<file path="config.mk">
export PLATFORM = sky130hd
export DESIGN_NAME = mpoc_top
export DESIGN_NICKNAME = d
export VERILOG_FILES = /design/src/logic/mpoc_pkg.sv /design/src/logic/mpoc_deadtime.sv /design/src/logic/mpoc_top.sv
export SDC_FILE = /design/constraint.sdc
export NUM_CORES = 1
export LEC_CHECK = 0
export BUFFER_PORTS_ARGS = -buffer_cell sky130_fd_sc_hd__buf_4
export CORE_MARGIN = 4
export CORE_UTILIZATION = 47
export DETAILED_ROUTE_END_ITERATION = 12
export PLACE_DENSITY = 0.68
export SLEW_MARGIN = 20
export SYNTH_ARGS = -nofsm -noshare
export SYNTH_HDL_FRONTEND = slang
export SYNTH_HIERARCHICAL = 1
export SYNTH_SLANG_ARGS = --single-unit
</file>
<file path="constraint.sdc">
create_clock -name hclk -period 2.97 [get_ports hclk]
set_input_delay 0.594 -clock hclk [delete_from_list [all_inputs] [get_ports hclk]]
set_output_delay 0.594 -clock hclk [all_outputs]
set_load 0.005 [all_outputs]
</file>
<file path="src/logic/mpoc_pkg.sv">
/*
 * Constants of the motor PWM output control block: register offsets, field positions,
 * reset values and the dead-time prescale encoding.
 * Assumes a 32-bit AHB-Lite register bus with one register per aligned word.
 */
package mpoc_pkg;

	// Register byte offsets
	localparam logic [7:0] MPOC_OFS_PAIR_PIN   = 8'h00;
	localparam logic [7:0] MPOC_OFS_UPDATE     = 8'h04;
	localparam logic [7:0] MPOC_OFS_DT_VALUES  = 8'h08;
	localparam logic [7:0] MPOC_OFS_DT_SELECT  = 8'h0C;
	localparam logic [7:0] MPOC_OFS_FAULT      = 8'h10;
	localparam logic [7:0] MPOC_OFS_STATUS     = 8'h14;

	// Pair mode and pin enable fields
	localparam int MPOC_POS_PAIR_MODE = 8;
	localparam int MPOC_POS_HIGH_EN   = 4;
	localparam int MPOC_POS_LOW_EN    = 0;

	// Update and trigger control fields
	localparam int MPOC_POS_POSTSCALE = 8;
	localparam int MPOC_POS_IMMEDIATE = 2;
	localparam int MPOC_POS_OVR_SYNC  = 1;
	localparam int MPOC_POS_INHIBIT   = 0;

	// Dead-time value fields
	localparam int MPOC_POS_DTB_PS    = 14;
	localparam int MPOC_POS_DTB_COUNT = 8;
	localparam int MPOC_POS_DTA_PS    = 6;
	localparam int MPOC_POS_DTA_COUNT = 0;

	// Fault A control fields
	localparam int MPOC_POS_FAULT_OVR  = 8;
	localparam int MPOC_POS_FAULT_MODE = 7;
	localparam int MPOC_POS_FAULT_EN   = 0;

	// Status fields; writing one to the held bit clears a latched fault
	localparam int MPOC_POS_ST_FAULT_IN   = 0;
	localparam int MPOC_POS_ST_FAULT_HELD = 1;
	localparam int MPOC_POS_ST_DUTY_PEND  = 2;
	localparam int MPOC_POS_ST_STRAP      = 3;

	// Reset values
	localparam logic [2:0]  MPOC_RST_PAIR_MODE = 3'h0;
	localparam logic [15:0] MPOC_RST_UPDATE    = 16'h0000;
	localparam logic [15:0] MPOC_RST_DT_VALUES = 16'h0000;
	localparam logic [15:0] MPOC_RST_DT_SELECT = 16'h0000;
	localparam logic [15:0] MPOC_RST_FAULT     = 16'h0000;
	localparam logic [5:0]  MPOC_RST_OVR_CTL   = 6'h3F;
	localparam logic [5:0]  MPOC_RST_OVR_VAL   = 6'h00;

	// Number of enabled clock edges before the synchronised strap is trusted
	localparam logic [1:0] MPOC_STRAP_SETTLE = 2'h2;

	localparam int MPOC_DT_LEN_W = 9;

	// Dead time in cycles: count times 1, 2, 4 or 8 Tcy
	function automatic logic [MPOC_DT_LEN_W-1:0] mpoc_dt_len(input logic [5:0] count,
	                                                         input logic [1:0] ps);
		mpoc_dt_len = {3'h0, count} << ps;
	endfunction

endpackage

</file>
<file path="src/logic/mpoc_deadtime.sv">
/*
 * Dead-time generator for one complementary output pair.
 * Assumes raw_in comes from PWM logic on hclk; lengths are counted in enabled hclk cycles.
 */
`timescale 1ns/100ps
module mpoc_deadtime
	import mpoc_pkg::*;
(
	input  wire logic                     hclk,
	input  wire logic                     hresetn,
	input  wire logic                     clk_en,
	input  wire logic                     raw_in,
	input  wire logic [MPOC_DT_LEN_W-1:0] rise_len,
	input  wire logic [MPOC_DT_LEN_W-1:0] fall_len,
	output logic                          high_out,
	output logic                          low_out
);

	typedef enum logic [1:0] {DT_OFF, DT_WAIT_HIGH, DT_HIGH, DT_WAIT_LOW} mpoc_dt_state_t;

	mpoc_dt_state_t           state_reg;
	mpoc_dt_state_t           state_next;
	logic [MPOC_DT_LEN_W-1:0] cnt_reg;
	logic [MPOC_DT_LEN_W-1:0] cnt_next;

	// Low falls at once on a raw rise, high waits; mirror image on a raw fall
	always_comb begin
		state_next = state_reg;
		cnt_next   = cnt_reg;
		case (state_reg)
			DT_OFF, DT_WAIT_LOW: begin
				if (raw_in) begin
					cnt_next   = rise_len;
					state_next = (rise_len == '0) ? DT_HIGH : DT_WAIT_HIGH; // see (RULE_22)
				end else if (cnt_reg > 1) begin
					cnt_next = cnt_reg - 1'b1;
				end else begin
					cnt_next = '0;
				end
			end
			DT_WAIT_HIGH: begin
				if (!raw_in) begin
					cnt_next   = fall_len;
					state_next = (fall_len == '0) ? DT_WAIT_LOW : DT_OFF;
				end else if (cnt_reg <= 1) begin
					state_next = DT_HIGH;
				end else begin
					cnt_next = cnt_reg - 1'b1;
				end
			end
			DT_HIGH: begin
				if (!raw_in) begin
					cnt_next   = fall_len;
					state_next = (fall_len == '0) ? DT_WAIT_LOW : DT_OFF; // see (RULE_22)
				end
			end
			default: state_next = DT_OFF;
		endcase
	end

	// DT_OFF holds both off while the fall delay runs; DT_WAIT_LOW with count 0 drives low
	logic low_next;
	always_comb begin
		low_next = (state_next == DT_WAIT_LOW) && (cnt_next == '0);
		if (state_next == DT_OFF && cnt_next <= 1 && state_reg == DT_OFF && !raw_in)
			low_next = 1'b0;
	end

	logic wait_done;
	assign wait_done = (state_reg == DT_OFF) && !raw_in && (cnt_reg <= 1);

	always_ff @(posedge hclk or negedge hresetn) begin
		if (!hresetn) begin
			state_reg <= DT_OFF;
			cnt_reg   <= '0;
			high_out  <= 1'b0;
			low_out   <= 1'b0;
		end else if (clk_en) begin
			state_reg <= wait_done ? DT_WAIT_LOW : state_next;
			cnt_reg   <= wait_done ? '0 : cnt_next;
			high_out  <= (state_next == DT_HIGH);
			low_out   <= wait_done || low_next; // see (RULE_02)
		end
	end

endmodule // mpoc_deadtime

</file>
<file path="src/logic/mpoc_top.sv">
/*
 * Motor PWM output control: pair modes, pin hand-over, trigger postscaler, duty and
 * override update timing, two dead-time units and Fault A override, behind AHB-Lite.
 * Assumes raw PWM, time-base sync and event match come from logic on hclk; the fault
 * input and the power-on strap are asynchronous pins.
 */
// Behaviour
// (RULE_01) Pair mode bit one gives independent outputs, zero gives complementary outputs.
// (RULE_02) In complementary mode low output is inverse of high, except dead time.
// (RULE_03) High pin enable one routes PWM to pin; zero releases it to GPIO.
// (RULE_04) Low pin enable one routes PWM to pin; zero releases it to GPIO.
// (RULE_05) Pin enable reset value comes from the power-on configuration strap.
// (RULE_06) Special event trigger postscaled: field n gives one trigger per n+1 matches.
// (RULE_07) Immediate bit applies duty writes at once, else at time base sync.
// (RULE_08) Override sync bit applies manual overrides at time base sync, else next cycle.
// (RULE_09) Update inhibit bit blocks duty and period buffer transfers.
// (RULE_10) Dead-time unit B clock period is 1, 2, 4 or 8 Tcy.
// (RULE_11) Dead-time unit A clock period is 1, 2, 4 or 8 Tcy.
// (RULE_12) Dead-time unit B holds a six-bit unsigned dead-time count.
// (RULE_13) Dead-time unit A holds a six-bit unsigned dead-time count.
// (RULE_14) Per pair, high going active uses unit B when bit set, else A.
// (RULE_15) Per pair, low going active edge uses unit B when bit set, else A.
// (RULE_16) Fault forces each controlled pin to its own override level bit.
// (RULE_17) Cycle mode releases fault override after the fault input deasserts.
// (RULE_18) Latched mode holds fault override until software clears it.
// (RULE_19) Per pair fault enable places that pair under Fault A control.
// (RULE_20) Two-channel instance implements only the first pair.
// (RULE_21) Unimplemented bits ignore writes and read as zero.
// (RULE_22) Dead time equals count times prescaled period, delaying the going-active edge.
`timescale 1ns/100ps
module mpoc_top
	import mpoc_pkg::*;
#(
	parameter int PAIR_COUNT = 3
)(
	input  wire logic        hclk,
	input  wire logic        hresetn,
	input  wire logic        clk_en,
	input  wire logic        hsel,
	input  wire logic [31:0] haddr,
	input  wire logic [1:0]  htrans,
	input  wire logic        hwrite,
	input  wire logic [2:0]  hsize,
	input  wire logic [31:0] hwdata,
	input  wire logic        hready,
	output logic             hreadyout,
	output logic             hresp,
	output logic [31:0]      hrdata,
	input  wire logic        pin_owner_config_bit,
	input  wire logic        fault_a_pin_n,
	input  wire logic [2:0]  pwm_raw_high,
	input  wire logic [2:0]  pwm_raw_low,
	input  wire logic        time_base_sync,
	input  wire logic        special_event_match,
	input  wire logic        duty_buffer_write,
	input  wire logic [5:0]  override_pwm_control,
	input  wire logic [5:0]  override_manual_value,
	output logic [2:0]       high_side_output,
	output logic [2:0]       low_side_output,
	output logic [2:0]       high_side_drive_en,
	output logic [2:0]       low_side_drive_en,
	output logic             special_event_trigger,
	output logic             duty_transfer,
	output logic             period_transfer
);

	// Pairs beyond PAIR_COUNT have no storage and read as zero
	localparam logic [2:0] PAIR_MASK = 3'((1 << PAIR_COUNT) - 1); // see (RULE_20)

	function automatic logic [5:0] pin_mask(input logic [2:0] pairs);
		pin_mask = {{2{pairs[2]}}, {2{pairs[1]}}, {2{pairs[0]}}};
	endfunction

	localparam logic [5:0] PIN_MASK = pin_mask(PAIR_MASK);

	// Register state
	logic [2:0] pair_independent_select_reg;
	logic [2:0] high_pin_enable_reg;
	logic [2:0] low_pin_enable_reg;
	logic [3:0] trigger_postscale_reg;
	logic       immediate_duty_update_reg;
	logic       override_sync_select_reg;
	logic       buffer_transfer_inhibit_reg;
	logic [1:0] deadtime_b_prescale_reg;
	logic [5:0] deadtime_b_count_reg;
	logic [1:0] deadtime_a_prescale_reg;
	logic [5:0] deadtime_a_count_reg;
	logic [5:0] edge_source_reg;
	logic [5:0] fault_override_level_reg;
	logic       fault_cycle_mode_reg;
	logic [2:0] fault_enable_reg;

	// Bus phase state
	logic       wr_pend_reg;
	logic       rd_pend_reg;
	logic [7:0] dp_addr_reg;
	logic       addr_phase;
	logic       wr_strobe;

	assign addr_phase = hsel && htrans[1] && hready && clk_en && (hsize == 3'h2);
	assign wr_strobe  = wr_pend_reg && clk_en;
	assign hreadyout  = clk_en;
	assign hresp      = 1'b0;

	always_ff @(posedge hclk or negedge hresetn) begin
		if (!hresetn) begin
			wr_pend_reg <= 1'b0;
			rd_pend_reg <= 1'b0;
			dp_addr_reg <= 8'h00;
		end else if (clk_en) begin
			wr_pend_reg <= addr_phase && hwrite;
			rd_pend_reg <= addr_phase && !hwrite;
			if (addr_phase)
				dp_addr_reg <= {haddr[7:2], 2'h0};
		end
	end

	function automatic logic wr_hit(input logic [7:0] ofs, input logic [7:0] a,
	                               input logic stb);
		wr_hit = stb && (a == ofs);
	endfunction

	// Strap capture: two flip-flops, then loaded once after reset release
	logic       strap_sync1_reg;
	logic       strap_sync2_reg;
	logic [1:0] strap_settle_reg;
	logic       strap_load;

	always_ff @(posedge hclk or negedge hresetn) begin
		if (!hresetn) begin
			strap_sync1_reg  <= 1'b0;
			strap_sync2_reg  <= 1'b0;
			strap_settle_reg <= 2'h0;
		end else if (clk_en) begin
			strap_sync1_reg <= pin_owner_config_bit;
			strap_sync2_reg <= strap_sync1_reg;
			if (strap_settle_reg != 2'h3)
				strap_settle_reg <= strap_settle_reg + 2'h1;
		end
	end

	assign strap_load = (strap_settle_reg == MPOC_STRAP_SETTLE);

	// Pair mode and pin enables
	logic wr_pair_pin;
	assign wr_pair_pin = wr_hit(MPOC_OFS_PAIR_PIN, dp_addr_reg, wr_strobe);

	always_ff @(posedge hclk or negedge hresetn) begin
		if (!hresetn) begin
			pair_independent_select_reg <= MPOC_RST_PAIR_MODE;
			high_pin_enable_reg         <= 3'h0;
			low_pin_enable_reg          <= 3'h0;
		end else if (clk_en) begin
			if (strap_load) begin
				high_pin_enable_reg <= {3{strap_sync2_reg}} & PAIR_MASK; // see (RULE_05)
				low_pin_enable_reg  <= {3{strap_sync2_reg}} & PAIR_MASK; // see (RULE_05)
			end else if (wr_pair_pin) begin
				high_pin_enable_reg <= hwdata[MPOC_POS_HIGH_EN +: 3] & PAIR_MASK;
				low_pin_enable_reg  <= hwdata[MPOC_POS_LOW_EN +: 3] & PAIR_MASK;
			end
			if (wr_pair_pin)
				pair_independent_select_reg <= hwdata[MPOC_POS_PAIR_MODE +: 3] & PAIR_MASK;
		end
	end

	// Update/trigger, dead-time and fault configuration
	always_ff @(posedge hclk or negedge hresetn) begin
		if (!hresetn) begin
			trigger_postscale_reg       <= MPOC_RST_UPDATE[MPOC_POS_POSTSCALE +: 4];
			immediate_duty_update_reg   <= MPOC_RST_UPDATE[MPOC_POS_IMMEDIATE];
			override_sync_select_reg    <= MPOC_RST_UPDATE[MPOC_POS_OVR_SYNC];
			buffer_transfer_inhibit_reg <= MPOC_RST_UPDATE[MPOC_POS_INHIBIT];
			deadtime_b_prescale_reg     <= MPOC_RST_DT_VALUES[MPOC_POS_DTB_PS +: 2];
			deadtime_b_count_reg        <= MPOC_RST_DT_VALUES[MPOC_POS_DTB_COUNT +: 6];
			deadtime_a_prescale_reg     <= MPOC_RST_DT_VALUES[MPOC_POS_DTA_PS +: 2];
			deadtime_a_count_reg        <= MPOC_RST_DT_VALUES[MPOC_POS_DTA_COUNT +: 6];
			edge_source_reg             <= MPOC_RST_DT_SELECT[5:0];
			fault_override_level_reg    <= MPOC_RST_FAULT[MPOC_POS_FAULT_OVR +: 6];
			fault_cycle_mode_reg        <= MPOC_RST_FAULT[MPOC_POS_FAULT_MODE];
			fault_enable_reg            <= MPOC_RST_FAULT[MPOC_POS_FAULT_EN +: 3];
		end else if (clk_en) begin
			if (wr_hit(MPOC_OFS_UPDATE, dp_addr_reg, wr_strobe)) begin
				trigger_postscale_reg       <= hwdata[MPOC_POS_POSTSCALE +: 4];
				immediate_duty_update_reg   <= hwdata[MPOC_POS_IMMEDIATE];
				override_sync_select_reg    <= hwdata[MPOC_POS_OVR_SYNC];
				buffer_transfer_inhibit_reg <= hwdata[MPOC_POS_INHIBIT];
			end
			if (wr_hit(MPOC_OFS_DT_VALUES, dp_addr_reg, wr_strobe)) begin
				deadtime_b_prescale_reg <= hwdata[MPOC_POS_DTB_PS +: 2];    // see (RULE_10)
				deadtime_b_count_reg    <= hwdata[MPOC_POS_DTB_COUNT +: 6]; // see (RULE_12)
				deadtime_a_prescale_reg <= hwdata[MPOC_POS_DTA_PS +: 2];    // see (RULE_11)
				deadtime_a_count_reg    <= hwdata[MPOC_POS_DTA_COUNT +: 6]; // see (RULE_13)
			end
			if (wr_hit(MPOC_OFS_DT_SELECT, dp_addr_reg, wr_strobe))
				edge_source_reg <= hwdata[5:0] & PIN_MASK;
			if (wr_hit(MPOC_OFS_FAULT, dp_addr_reg, wr_strobe)) begin
				fault_override_level_reg <= hwdata[MPOC_POS_FAULT_OVR +: 6] & PIN_MASK;
				fault_cycle_mode_reg     <= hwdata[MPOC_POS_FAULT_MODE];
				fault_enable_reg         <= hwdata[MPOC_POS_FAULT_EN +: 3] & PAIR_MASK;
			end
		end
	end

	// Fault A input: synchronised, active low at the pin
	logic fault_sync1_reg;
	logic fault_sync2_reg;
	logic fault_held_reg;
	logic fault_active;
	logic fault_release;
	logic fault_sw_clear;

	always_ff @(posedge hclk or negedge hresetn) begin
		if (!hresetn) begin
			fault_sync1_reg <= 1'b0;
			fault_sync2_reg <= 1'b0;
		end else if (clk_en) begin
			fault_sync1_reg <= !fault_a_pin_n;
			fault_sync2_reg <= fault_sync1_reg;
		end
	end

	assign fault_active   = fault_sync2_reg;
	assign fault_sw_clear = wr_hit(MPOC_OFS_STATUS, dp_addr_reg, wr_strobe)
	                        && hwdata[MPOC_POS_ST_FAULT_HELD];
	assign fault_release  = fault_cycle_mode_reg ? time_base_sync // see (RULE_17)
	                                             : fault_sw_clear; // see (RULE_18)

	// A fault present in the clearing cycle keeps the hold set
	always_ff @(posedge hclk or negedge hresetn) begin
		if (!hresetn)
			fault_held_reg <= 1'b0;
		else if (clk_en) begin
			if (fault_active)
				fault_held_reg <= 1'b1;
			else if (fault_release)
				fault_held_reg <= 1'b0;
		end
	end

	// Duty and period buffer transfers
	logic duty_pend_reg;
	logic duty_go;

	assign duty_go = !buffer_transfer_inhibit_reg // see (RULE_09)
	                 && (immediate_duty_update_reg ? duty_buffer_write // see (RULE_07)
	                                               : (time_base_sync && duty_pend_reg));

	always_ff @(posedge hclk or negedge hresetn) begin
		if (!hresetn) begin
			duty_pend_reg   <= 1'b0;
			duty_transfer   <= 1'b0;
			period_transfer <= 1'b0;
		end else if (clk_en) begin
			if (duty_buffer_write && !(immediate_duty_update_reg && duty_go))
				duty_pend_reg <= 1'b1;
			else if (duty_go)
				duty_pend_reg <= 1'b0;
			duty_transfer   <= duty_go;
			period_transfer <= time_base_sync && !buffer_transfer_inhibit_reg; // see (RULE_09)
		end
	end

	// Manual override: loaded at once or at the time-base sync point
	logic [5:0] ovr_ctl_reg;
	logic [5:0] ovr_val_reg;

	always_ff @(posedge hclk or negedge hresetn) begin
		if (!hresetn) begin
			ovr_ctl_reg <= MPOC_RST_OVR_CTL;
			ovr_val_reg <= MPOC_RST_OVR_VAL;
		end else if (clk_en && (!override_sync_select_reg || time_base_sync)) begin // see (RULE_08)
			ovr_ctl_reg <= override_pwm_control;
			ovr_val_reg <= override_manual_value;
		end
	end

	// Special event postscaler
	logic [3:0] post_cnt_reg;

	always_ff @(posedge hclk or negedge hresetn) begin
		if (!hresetn) begin
			post_cnt_reg          <= 4'h0;
			special_event_trigger <= 1'b0;
		end else if (clk_en) begin
			special_event_trigger <= 1'b0;
			if (special_event_match) begin
				if (post_cnt_reg >= trigger_postscale_reg) begin // see (RULE_06)
					post_cnt_reg          <= 4'h0;
					special_event_trigger <= 1'b1;
				end else begin
					post_cnt_reg <= post_cnt_reg + 4'h1;
				end
			end
		end
	end

	// Dead-time lengths of both units
	logic [MPOC_DT_LEN_W-1:0] len_a;
	logic [MPOC_DT_LEN_W-1:0] len_b;
	logic [2:0]               dt_high;
	logic [2:0]               dt_low;

	assign len_a = mpoc_dt_len(deadtime_a_count_reg, deadtime_a_prescale_reg); // see (RULE_11)
	assign len_b = mpoc_dt_len(deadtime_b_count_reg, deadtime_b_prescale_reg); // see (RULE_10)

	genvar p;
	generate
		for (p = 0; p < 3; p++) begin : g_pair
			if (p < PAIR_COUNT) begin : g_on
				mpoc_deadtime u_dt (
					.hclk     (hclk),
					.hresetn  (hresetn),
					.clk_en   (clk_en),
					.raw_in   (pwm_raw_high[p]),
					.rise_len (edge_source_reg[2*p+1] ? len_b : len_a), // see (RULE_14)
					.fall_len (edge_source_reg[2*p] ? len_b : len_a),   // see (RULE_15)
					.high_out (dt_high[p]),
					.low_out  (dt_low[p])
				);
			end else begin : g_off
				assign dt_high[p] = 1'b0;
				assign dt_low[p]  = 1'b0;
			end
		end
	endgenerate

	// Pin levels: fault over manual override over generator
	logic [5:0] gen_pin;
	logic [5:0] pin_next;
	logic       force_fault;

	assign force_fault = fault_active || fault_held_reg;

	always_comb begin
		gen_pin  = 6'h00;
		pin_next = 6'h00;
		for (int i = 0; i < 3; i++) begin
			if (pair_independent_select_reg[i]) begin // see (RULE_01)
				gen_pin[2*i+1] = pwm_raw_high[i];
				gen_pin[2*i]   = pwm_raw_low[i];
			end else begin
				gen_pin[2*i+1] = dt_high[i];
				gen_pin[2*i]   = dt_low[i]; // see (RULE_02)
			end
		end
		for (int j = 0; j < 6; j++) begin
			pin_next[j] = ovr_ctl_reg[j] ? gen_pin[j] : ovr_val_reg[j];
			if (force_fault && fault_enable_reg[j/2]) // see (RULE_19)
				pin_next[j] = fault_override_level_reg[j]; // see (RULE_16)
		end
		pin_next = pin_next & PIN_MASK;
	end

	always_ff @(posedge hclk or negedge hresetn) begin
		if (!hresetn) begin
			high_side_output <= 3'h0;
			low_side_output  <= 3'h0;
		end else if (clk_en) begin
			high_side_output <= {pin_next[5], pin_next[3], pin_next[1]} & high_pin_enable_reg; // see (RULE_03)
			low_side_output  <= {pin_next[4], pin_next[2], pin_next[0]} & low_pin_enable_reg; // see (RULE_04)
		end
	end

	assign high_side_drive_en = high_pin_enable_reg; // see (RULE_03)
	assign low_side_drive_en  = low_pin_enable_reg;  // see (RULE_04)

	// Read-back; unused bits and unmapped offsets are zero
	logic [15:0] rd_word;

	always_comb begin
		rd_word = 16'h0000;
		case (dp_addr_reg)
			MPOC_OFS_PAIR_PIN: begin
				rd_word[MPOC_POS_PAIR_MODE +: 3] = pair_independent_select_reg;
				rd_word[MPOC_POS_HIGH_EN +: 3]   = high_pin_enable_reg;
				rd_word[MPOC_POS_LOW_EN +: 3]    = low_pin_enable_reg;
			end
			MPOC_OFS_UPDATE: begin
				rd_word[MPOC_POS_POSTSCALE +: 4] = trigger_postscale_reg;
				rd_word[MPOC_POS_IMMEDIATE]      = immediate_duty_update_reg;
				rd_word[MPOC_POS_OVR_SYNC]       = override_sync_select_reg;
				rd_word[MPOC_POS_INHIBIT]        = buffer_transfer_inhibit_reg;
			end
			MPOC_OFS_DT_VALUES: begin
				rd_word[MPOC_POS_DTB_PS +: 2]    = deadtime_b_prescale_reg;
				rd_word[MPOC_POS_DTB_COUNT +: 6] = deadtime_b_count_reg;
				rd_word[MPOC_POS_DTA_PS +: 2]    = deadtime_a_prescale_reg;
				rd_word[MPOC_POS_DTA_COUNT +: 6] = deadtime_a_count_reg;
			end
			MPOC_OFS_DT_SELECT: rd_word[5:0] = edge_source_reg;
			MPOC_OFS_FAULT: begin
				rd_word[MPOC_POS_FAULT_OVR +: 6] = fault_override_level_reg;
				rd_word[MPOC_POS_FAULT_MODE]     = fault_cycle_mode_reg;
				rd_word[MPOC_POS_FAULT_EN +: 3]  = fault_enable_reg;
			end
			MPOC_OFS_STATUS: begin
				rd_word[MPOC_POS_ST_FAULT_IN]   = fault_active;
				rd_word[MPOC_POS_ST_FAULT_HELD] = fault_held_reg;
				rd_word[MPOC_POS_ST_DUTY_PEND]  = duty_pend_reg;
				rd_word[MPOC_POS_ST_STRAP]      = strap_sync2_reg;
			end
			default: rd_word = 16'h0000;
		endcase
	end

	assign hrdata = rd_pend_reg ? {16'h0000, rd_word} : 32'h0000_0000; // see (RULE_21)

endmodule // mpoc_top

</file>
## Word-level counts from Yosys, hierarchy flattened

Cells that the tools add are included.

| cells by class | value |
|---|---|
| shift operators | 2 |
| add/subtract/negate cells | 5 |
| equal/unequal tests | 23 |
| magnitude comparators | 10 |
| mux-type cells | 92 |
| bitwise operators | 2 |
| reduce and logical (&&, ||, !) cells | 87 |

Operators with widths:

| kind | count |
|---|---|
| 2-to-1 mux 9 bit | 24 |
| zero test 9 bit | 9 |
| case mux 9 bit (3 select lines) | 3 |
| less-or-equal comparator 9 x 1 -> 1 bit (second input constant) | 6 |
| 2-to-1 mux 2 bit | 25 |
| logical AND 1 bit | 41 |
| > comparator 9 x 1 -> 1 bit (second input constant) | 3 |
| subtractor 9 x 1 -> 9 bit (second input constant) | 3 |
| equality test 2 bit (second input constant) | 13 |
| case mux 2 bit (3 select lines) | 4 |
| 2-to-1 mux 1 bit | 23 |
| AND reduction 2 bit | 11 |
| case mux 3 bit (6 select lines) | 1 |
| left shift 6 x 2 -> 9 bit | 2 |
| 2-to-1 mux 16 bit | 1 |
| equality test 6 x 2 -> 1 bit (second input constant) | 2 |
| equality test 6 x 3 -> 1 bit (second input constant) | 2 |
| zero test 2 bit | 6 |
| 2-to-1 mux 3 bit | 4 |
| case mux 3 bit (4 select lines) | 1 |
| zero test 1 bit | 8 |
| zero test 8 bit | 1 |
| AND 3 bit | 2 |
| equality test 2 x 1 -> 1 bit (second input constant) | 3 |
| other kinds (13) | 23 |

| word-level totals | value |
|---|---|
| input port bits | 98 |
| register bits after elaboration | 128 |
| logic and storage cells | 266 |
| output and inout bits | 49 |

## Logic depth before layout (Yosys ltp)

| logic depth | value |
|---|---|
| word-level depth | 12 |
| mapped depth | 12 |
| gate-level depth less buffers | 11 |

## Modules after synthesis

Netlist, hierarchy kept.

By module, submodules not included:

| module | cells an instance | area an instance (µm²) | seq. area each (µm²) | instances |
|---|---|---|---|---|
| mpoc_top | 538 | 5308.8 | 2234.6 | 1 |
| mpoc_deadtime | 173 | 1363.8 | 325.3 | 3 |

## Worst setup path before layout

OpenSTA, ideal clock, no wires.

| path | value |
|---|---|
| path kind | register -> register |
| start | reg deadtime_a_prescale_reg[0] |
| end | reg g_pair[0].g_on.u_dt.low_out |
| data arrival time | 2.587 ns |
| library setup time | 0.092 ns |
| path slack | 0.291 ns |
| required time | 2.878 ns |
| buffers on the path | 1 |
| period minus slack after synthesis | 2.679 ns |
| stages on the path, launching flop included | 11 |
| cell sequence | dfrtp_1 > clkbuf_1 > mux2_2 > o21ai_0 > o21ai_0 > nor4_1 > nand4b_1 > a21oi_1 > a21oi_1 > a2111o_1 > o31ai_2 |

| on the way | value |
|---|---|
| longest elaborated chain between the ends | 12 |
| elaborated cells between the ends (all ways) | 25 |
| classes of those cells | 1 x order compare; 1 x eq/ne; 1 x shift; 13 x mux; 9 x reduce/logical |

RTL lines:

| element | line | RTL |
|---|---|---|
| start, declared | mpoc_top.sv:86 | `logic [1:0] deadtime_a_prescale_reg;` |
| start signal, assigned | mpoc_top.sv:175 | `deadtime_a_prescale_reg <= MPOC_RST_DT_VALUES[MPOC_POS_DTA_PS +: 2];` |
| start signal, assigned | mpoc_top.sv:191 | `deadtime_a_prescale_reg <= hwdata[MPOC_POS_DTA_PS +: 2];` |
| left shift 6 x 2 -> 9 bit (*) | mpoc_pkg.sv:61 | `mpoc_dt_len = {3'h0, count} << ps;` |
| branches (longest 9 deep; another with less-or-equal comparator 9 x 1 -> 1 bit) | -- |  |
| 2-to-1 mux 1 bit (*) | mpoc_deadtime.sv:65 | `if (state_next == DT_OFF && cnt_next <= 1 && state_reg == DT_OFF && !raw_in)` |
| logical OR 1 bit (*) | mpoc_deadtime.sv:82 | `low_out <= wait_done \|\| low_next;` |
| end signal, assigned | mpoc_deadtime.sv:82 |  |
| end, declared | mpoc_deadtime.sv:16 | `output logic low_out` |

Every way passes the cells marked *.
A chain may end at the register's enable or synchronous reset.

## Worst setup path in the final report

| path | value |
|---|---|
| start | reg dp_addr_reg[5] |
| end | out hrdata[2] |

| on the way | value |
|---|---|
| longest elaborated chain between the ends | 3 |
| elaborated cells between the ends (all ways) | 8 |
| classes of those cells | 5 x eq/ne; 2 x mux; 1 x reduce/logical |

RTL lines:

| element | line | RTL |
|---|---|---|
| start, declared | mpoc_top.sv:96 | `logic [7:0] dp_addr_reg;` |
| start signal, assigned | mpoc_top.sv:114 | `dp_addr_reg <= {haddr[7:2], 2'h0};` |
| equality test 6 x 3 -> 1 bit, or another cell as far along | mpoc_top.sv:372 | `case (dp_addr_reg)` |
| case mux 3 bit (6 select lines) (*) | mpoc_top.sv:372 |  |
| 2-to-1 mux 16 bit (*) | mpoc_top.sv:406 | `assign hrdata = rd_pend_reg ? {16'h0000, rd_word} : 32'h0000_0000;` |
| end, declared | mpoc_top.sv:48 | `output logic [31:0] hrdata,` |

Mark *: on every way between the ends. The rest lies on a longest branch, timed or not.

==> results list <==
* CTS Root Buffer Type: sky130_fd_sc_hd__clkbuf_16
- Mean number of vias per cell: 6.07
- Worst VDD drop: 0.457 mV
* Overall global routing resource usage: 0.251
- ANT nets after route: 0
- Of the available clock period, the critical path in the final layout requires 0.968.
* Worst hold slack: 141 ps
- TritonCTS created 17 clock buffers.
- The routed layout has 8654 vias.
- Dominant register cell in the synthesized netlist: sky130_fd_sc_hd__dfrtp_1
- Post-synthesis average cell area: 8.89 um2
- Once detailed placement completed, the half-perimeter wirelength came to 20700 um.
- After detailed placement, the design holds a cell count of 1391.
- The worst setup path is of the flip-flop to output pin kind.
* Status: finished clean
- Worst slack, placed: 162 ps
- Insertion delay to the later sink of the worst-skew pair: 430 ps
* Total placed instance area: 10400 um2
- Cell class contributing the biggest share of worst-path delay: simple AND/OR/NAND/NOR gates
- TritonCTS built the clock tree.
- Startpoint kind of the worst setup timing path: flip-flop
* Biggest fanout along the worst timing path: 6
* Number of standard cells in the layout, taps in and fillers out: 1425
- Final setup viols: 0
- Chip width: 149 um
- Number of flip-flops in the largest register: 27
* Highest-count cells in the layout ignoring fill and taps: sky130_fd_sc_hd__buf_4 (128), sky130_fd_sc_hd__dfrtp_1 (118), sky130_fd_sc_hd__nand2_1 (116)
- Cell area after synthesis: 9400 um2
* Die Outline Area: 22300 um2
* Count of antenna diodes in the layout: 0
* Internal Pwr Total: 0.00545 W
- Yosys mapped the design onto 77 distinct sky130hd cell types.
- Initial cell density of the core: 0.480
* Final setup TNS: 0 ps
- Endpoints failing hold: 0
* Final Instance Area: 11000 um2
- CP peak stage delay: 610 ps
- Warnings, synthesis: 6
- Initial antenna violation count: 0
- The number of buffers and inverters on the critical path is 1.
* Clock Path Buffers: 2
- At the worst endpoint, the arrival time is 2280 ps.
- Static timing analysis puts the maximum clock frequency at 348 MHz.
* Total gr overflow: 0
* Placer's final routability congestion estimate: 0.968
* Switching part of the total: 0.449
- Fraction of power consumed by sequential logic: 0.270
* Clock Skew: 13.9 ps
- Chip height: 149 um
- Number of flops mapped to enable cells by yosys: 0
* Clock-pin slew reported for the worst setup and hold paths after clock tree synthesis: 70 ps
- CP max stage cell: sky130_fd_sc_hd__or4_4
- Relative to the synthesized area, the layout overhead comes to 17.2%.
* Site row count: 51
- Wire length of the first global-routing pass: 44600 um
- The detailed router finished its first iteration with 810 violations.
- Number of global-route vias before repair: 8282
* Normalized max-slew margin: 0.480
* Number of iterations in the first detailed-routing pass: 6
- Pin placement for this block handled 147 I/O pins.
- Part of the power in combinational logic: 0.518
* Final wirelength: 27900 um
- Data on the critical path is required at its endpoint by 2380 ps.
* Kind of end point of the critical path: output pin
- Share of layout cells above drive strength 1: 0.263
* Count of maximum capacitance violations: 0
* Share of synthesized flip-flops with an asynchronous set or reset: 1.00
* Number of register bits inferred by synthesis: 128
- The analysis attributes to net switching a power of 0.00443 W.
- Sinks on Clock Net: 128
- H-tree depth: 4
* Number of pins with negative max-slew slack in the final report: 0
* Hold WC Path Type: primary input to async pin
- Traced cell by cell, the critical path runs through or4_4 > nor2_2 > a222oi_1 > a21oi_1 > buf_4.
- Setup repair after global routing left no endpoint under its margin.
- Seq/Total Area, Yosys: 0.342
- Count of mapped cells out of synthesis: 1057
- Leaving out fill and tap cells, the most frequent cell in the layout is sky130_fd_sc_hd__buf_4.
- Entering global routing, the biggest net connects 58 pins.
* Clock network fraction of total power: 0.212
- The final layout contains 1270 nets.
- Final critical-path required period: 2870 ps
* CTS hold repair buffers: 0
* Actual slew at the worst max-slew pin: 760 ps
* Mean routed wirelength per cell: 19.6 um
- Port Buffers: 86
- For this run, design rule violations remaining after detail routing come to 0.
- Power spread over the standard cell area amounts to 897 nW/um2.
* Core Area: 19600 um2
* Min setup slack post-route: 95.1 ps
* Leakage component of the power: 4.67 nW
[metal layers]
layer / part of all wire / vias to the layer above / global-route usage
met5: 0 / - / 0
met4: 0.029 / 0 / 0.0888
met3: 0.068 / 59 / 0.0457
met2: 0.45 / 375 / 0.391
met1: 0.45 / 4134 / 0.353
li1: - / 4086 / -
[synth_stat cells, types with 23 or more instances]
cell type	n	area (um2)
sky130_fd_sc_hd__nand2_1	116	435
sky130_fd_sc_hd__mux2i_1	45	450
sky130_fd_sc_hd__mux2_2	59	664
sky130_fd_sc_hd__ha_1	25	313
sky130_fd_sc_hd__dfrtp_1	122	3050
sky130_fd_sc_hd__a21oi_1	69	345
sky130_fd_sc_hd__a31oi_1	23	144
sky130_fd_sc_hd__nand3_1	29	145
sky130_fd_sc_hd__o21ai_0	84	420
sky130_fd_sc_hd__buf_4	24	180
sky130_fd_sc_hd__clkbuf_1	36	135
sky130_fd_sc_hd__a22oi_1	23	173
sky130_fd_sc_hd__nor2_1	51	191
sky130_fd_sc_hd__inv_1	52	195
[worst register-to-register path, stage by stage (launching register included)]
cell and delay [ps]:
sky130_fd_sc_hd__dfrtp_2 460, sky130_fd_sc_hd__mux2i_1 350, sky130_fd_sc_hd__o22a_1 360, sky130_fd_sc_hd__mux2i_1 210, sky130_fd_sc_hd__nor4_1 290, sky130_fd_sc_hd__nand4b_1 200
sky130_fd_sc_hd__a21oi_1 180, sky130_fd_sc_hd__a21oi_1 110, sky130_fd_sc_hd__a2111o_1 340, sky130_fd_sc_hd__o31ai_2 240
[cell type report]
class	instances	area, um2
fill	1795	8570
multi-input combinational	810	5650
sequential	128	3220
timing repair buffer	131	1010
clock buffer	17	425
tap	265	332
inverter	59	221
clock inverter	15	163
[timing repair]
action                                  CTS  global route
endpoints found under the setup margin    9            12
pin swaps                                 1             2
setup buffers                             2             0
resized for setup                         7            10
[worst paths after layout]
path,start,end,slack [ps],depth (start not counted)
min in group hclk,fault_a_pin_n,fault_sync1_reg,330,2
setup / recovery,dp_addr_reg[5],hrdata[2],100,5
max in group asynchronous,hresetn,deadtime_b_prescale_reg[1],2040,2
setup reg to reg,deadtime_b_prescale_reg[1],g_pair[1].g_on.u_dt/low_out,150,9
hold reg to reg,g_pair[1].g_on.u_dt/high_out,g_pair[1].g_on.u_dt/high_out,500,2
hold / removal,hresetn,g_pair[1].g_on.u_dt/cnt_reg[8],140,1
[cells by family after synthesis]
| group | after synthesis | share of synthesized area |
|---|---|---|
| flip-flops | 128 | 0.342 |
| XOR/XNOR | 13 | 0.0121 |
| buffers and inverters | 135 | 0.0696 |
| other | 1 | 0.000399 |
| adder cells (fa/ha/maj) | 25 | 0.0333 |
| AO/OA/AOI/OAI | 331 | 0.233 |
| AND/OR/NAND/NOR | 306 | 0.166 |
| multiplexers | 118 | 0.144 |
[metrics by stage]
step / util / total power (W)
floorplan: - / 0.00624
global placement: 0.528 / 0.00763
detailed placement: 0.528 / 0.00765
CTS: 0.561 / 0.00980
global route: 0.562 / 0.0106
finish: 0.562 / 0.00989
[power groups by stage]
stage / clock [W] / sequential (W) / combinational (W)
4_1_cts: 0.00213 / 0.00265 / 0.00502
6_report: 0.00210 / 0.00267 / 0.00512
5_1_grt: 0.00221 / 0.00272 / 0.00563
3_5_place_dp: 0 / 0.00267 / 0.00498
3_3_place_gp: 0 / 0.00267 / 0.00497
2_1_floorplan: 0 / 0.00255 / 0.00369
Note: power is estimated with default switching activity, not from simulation.
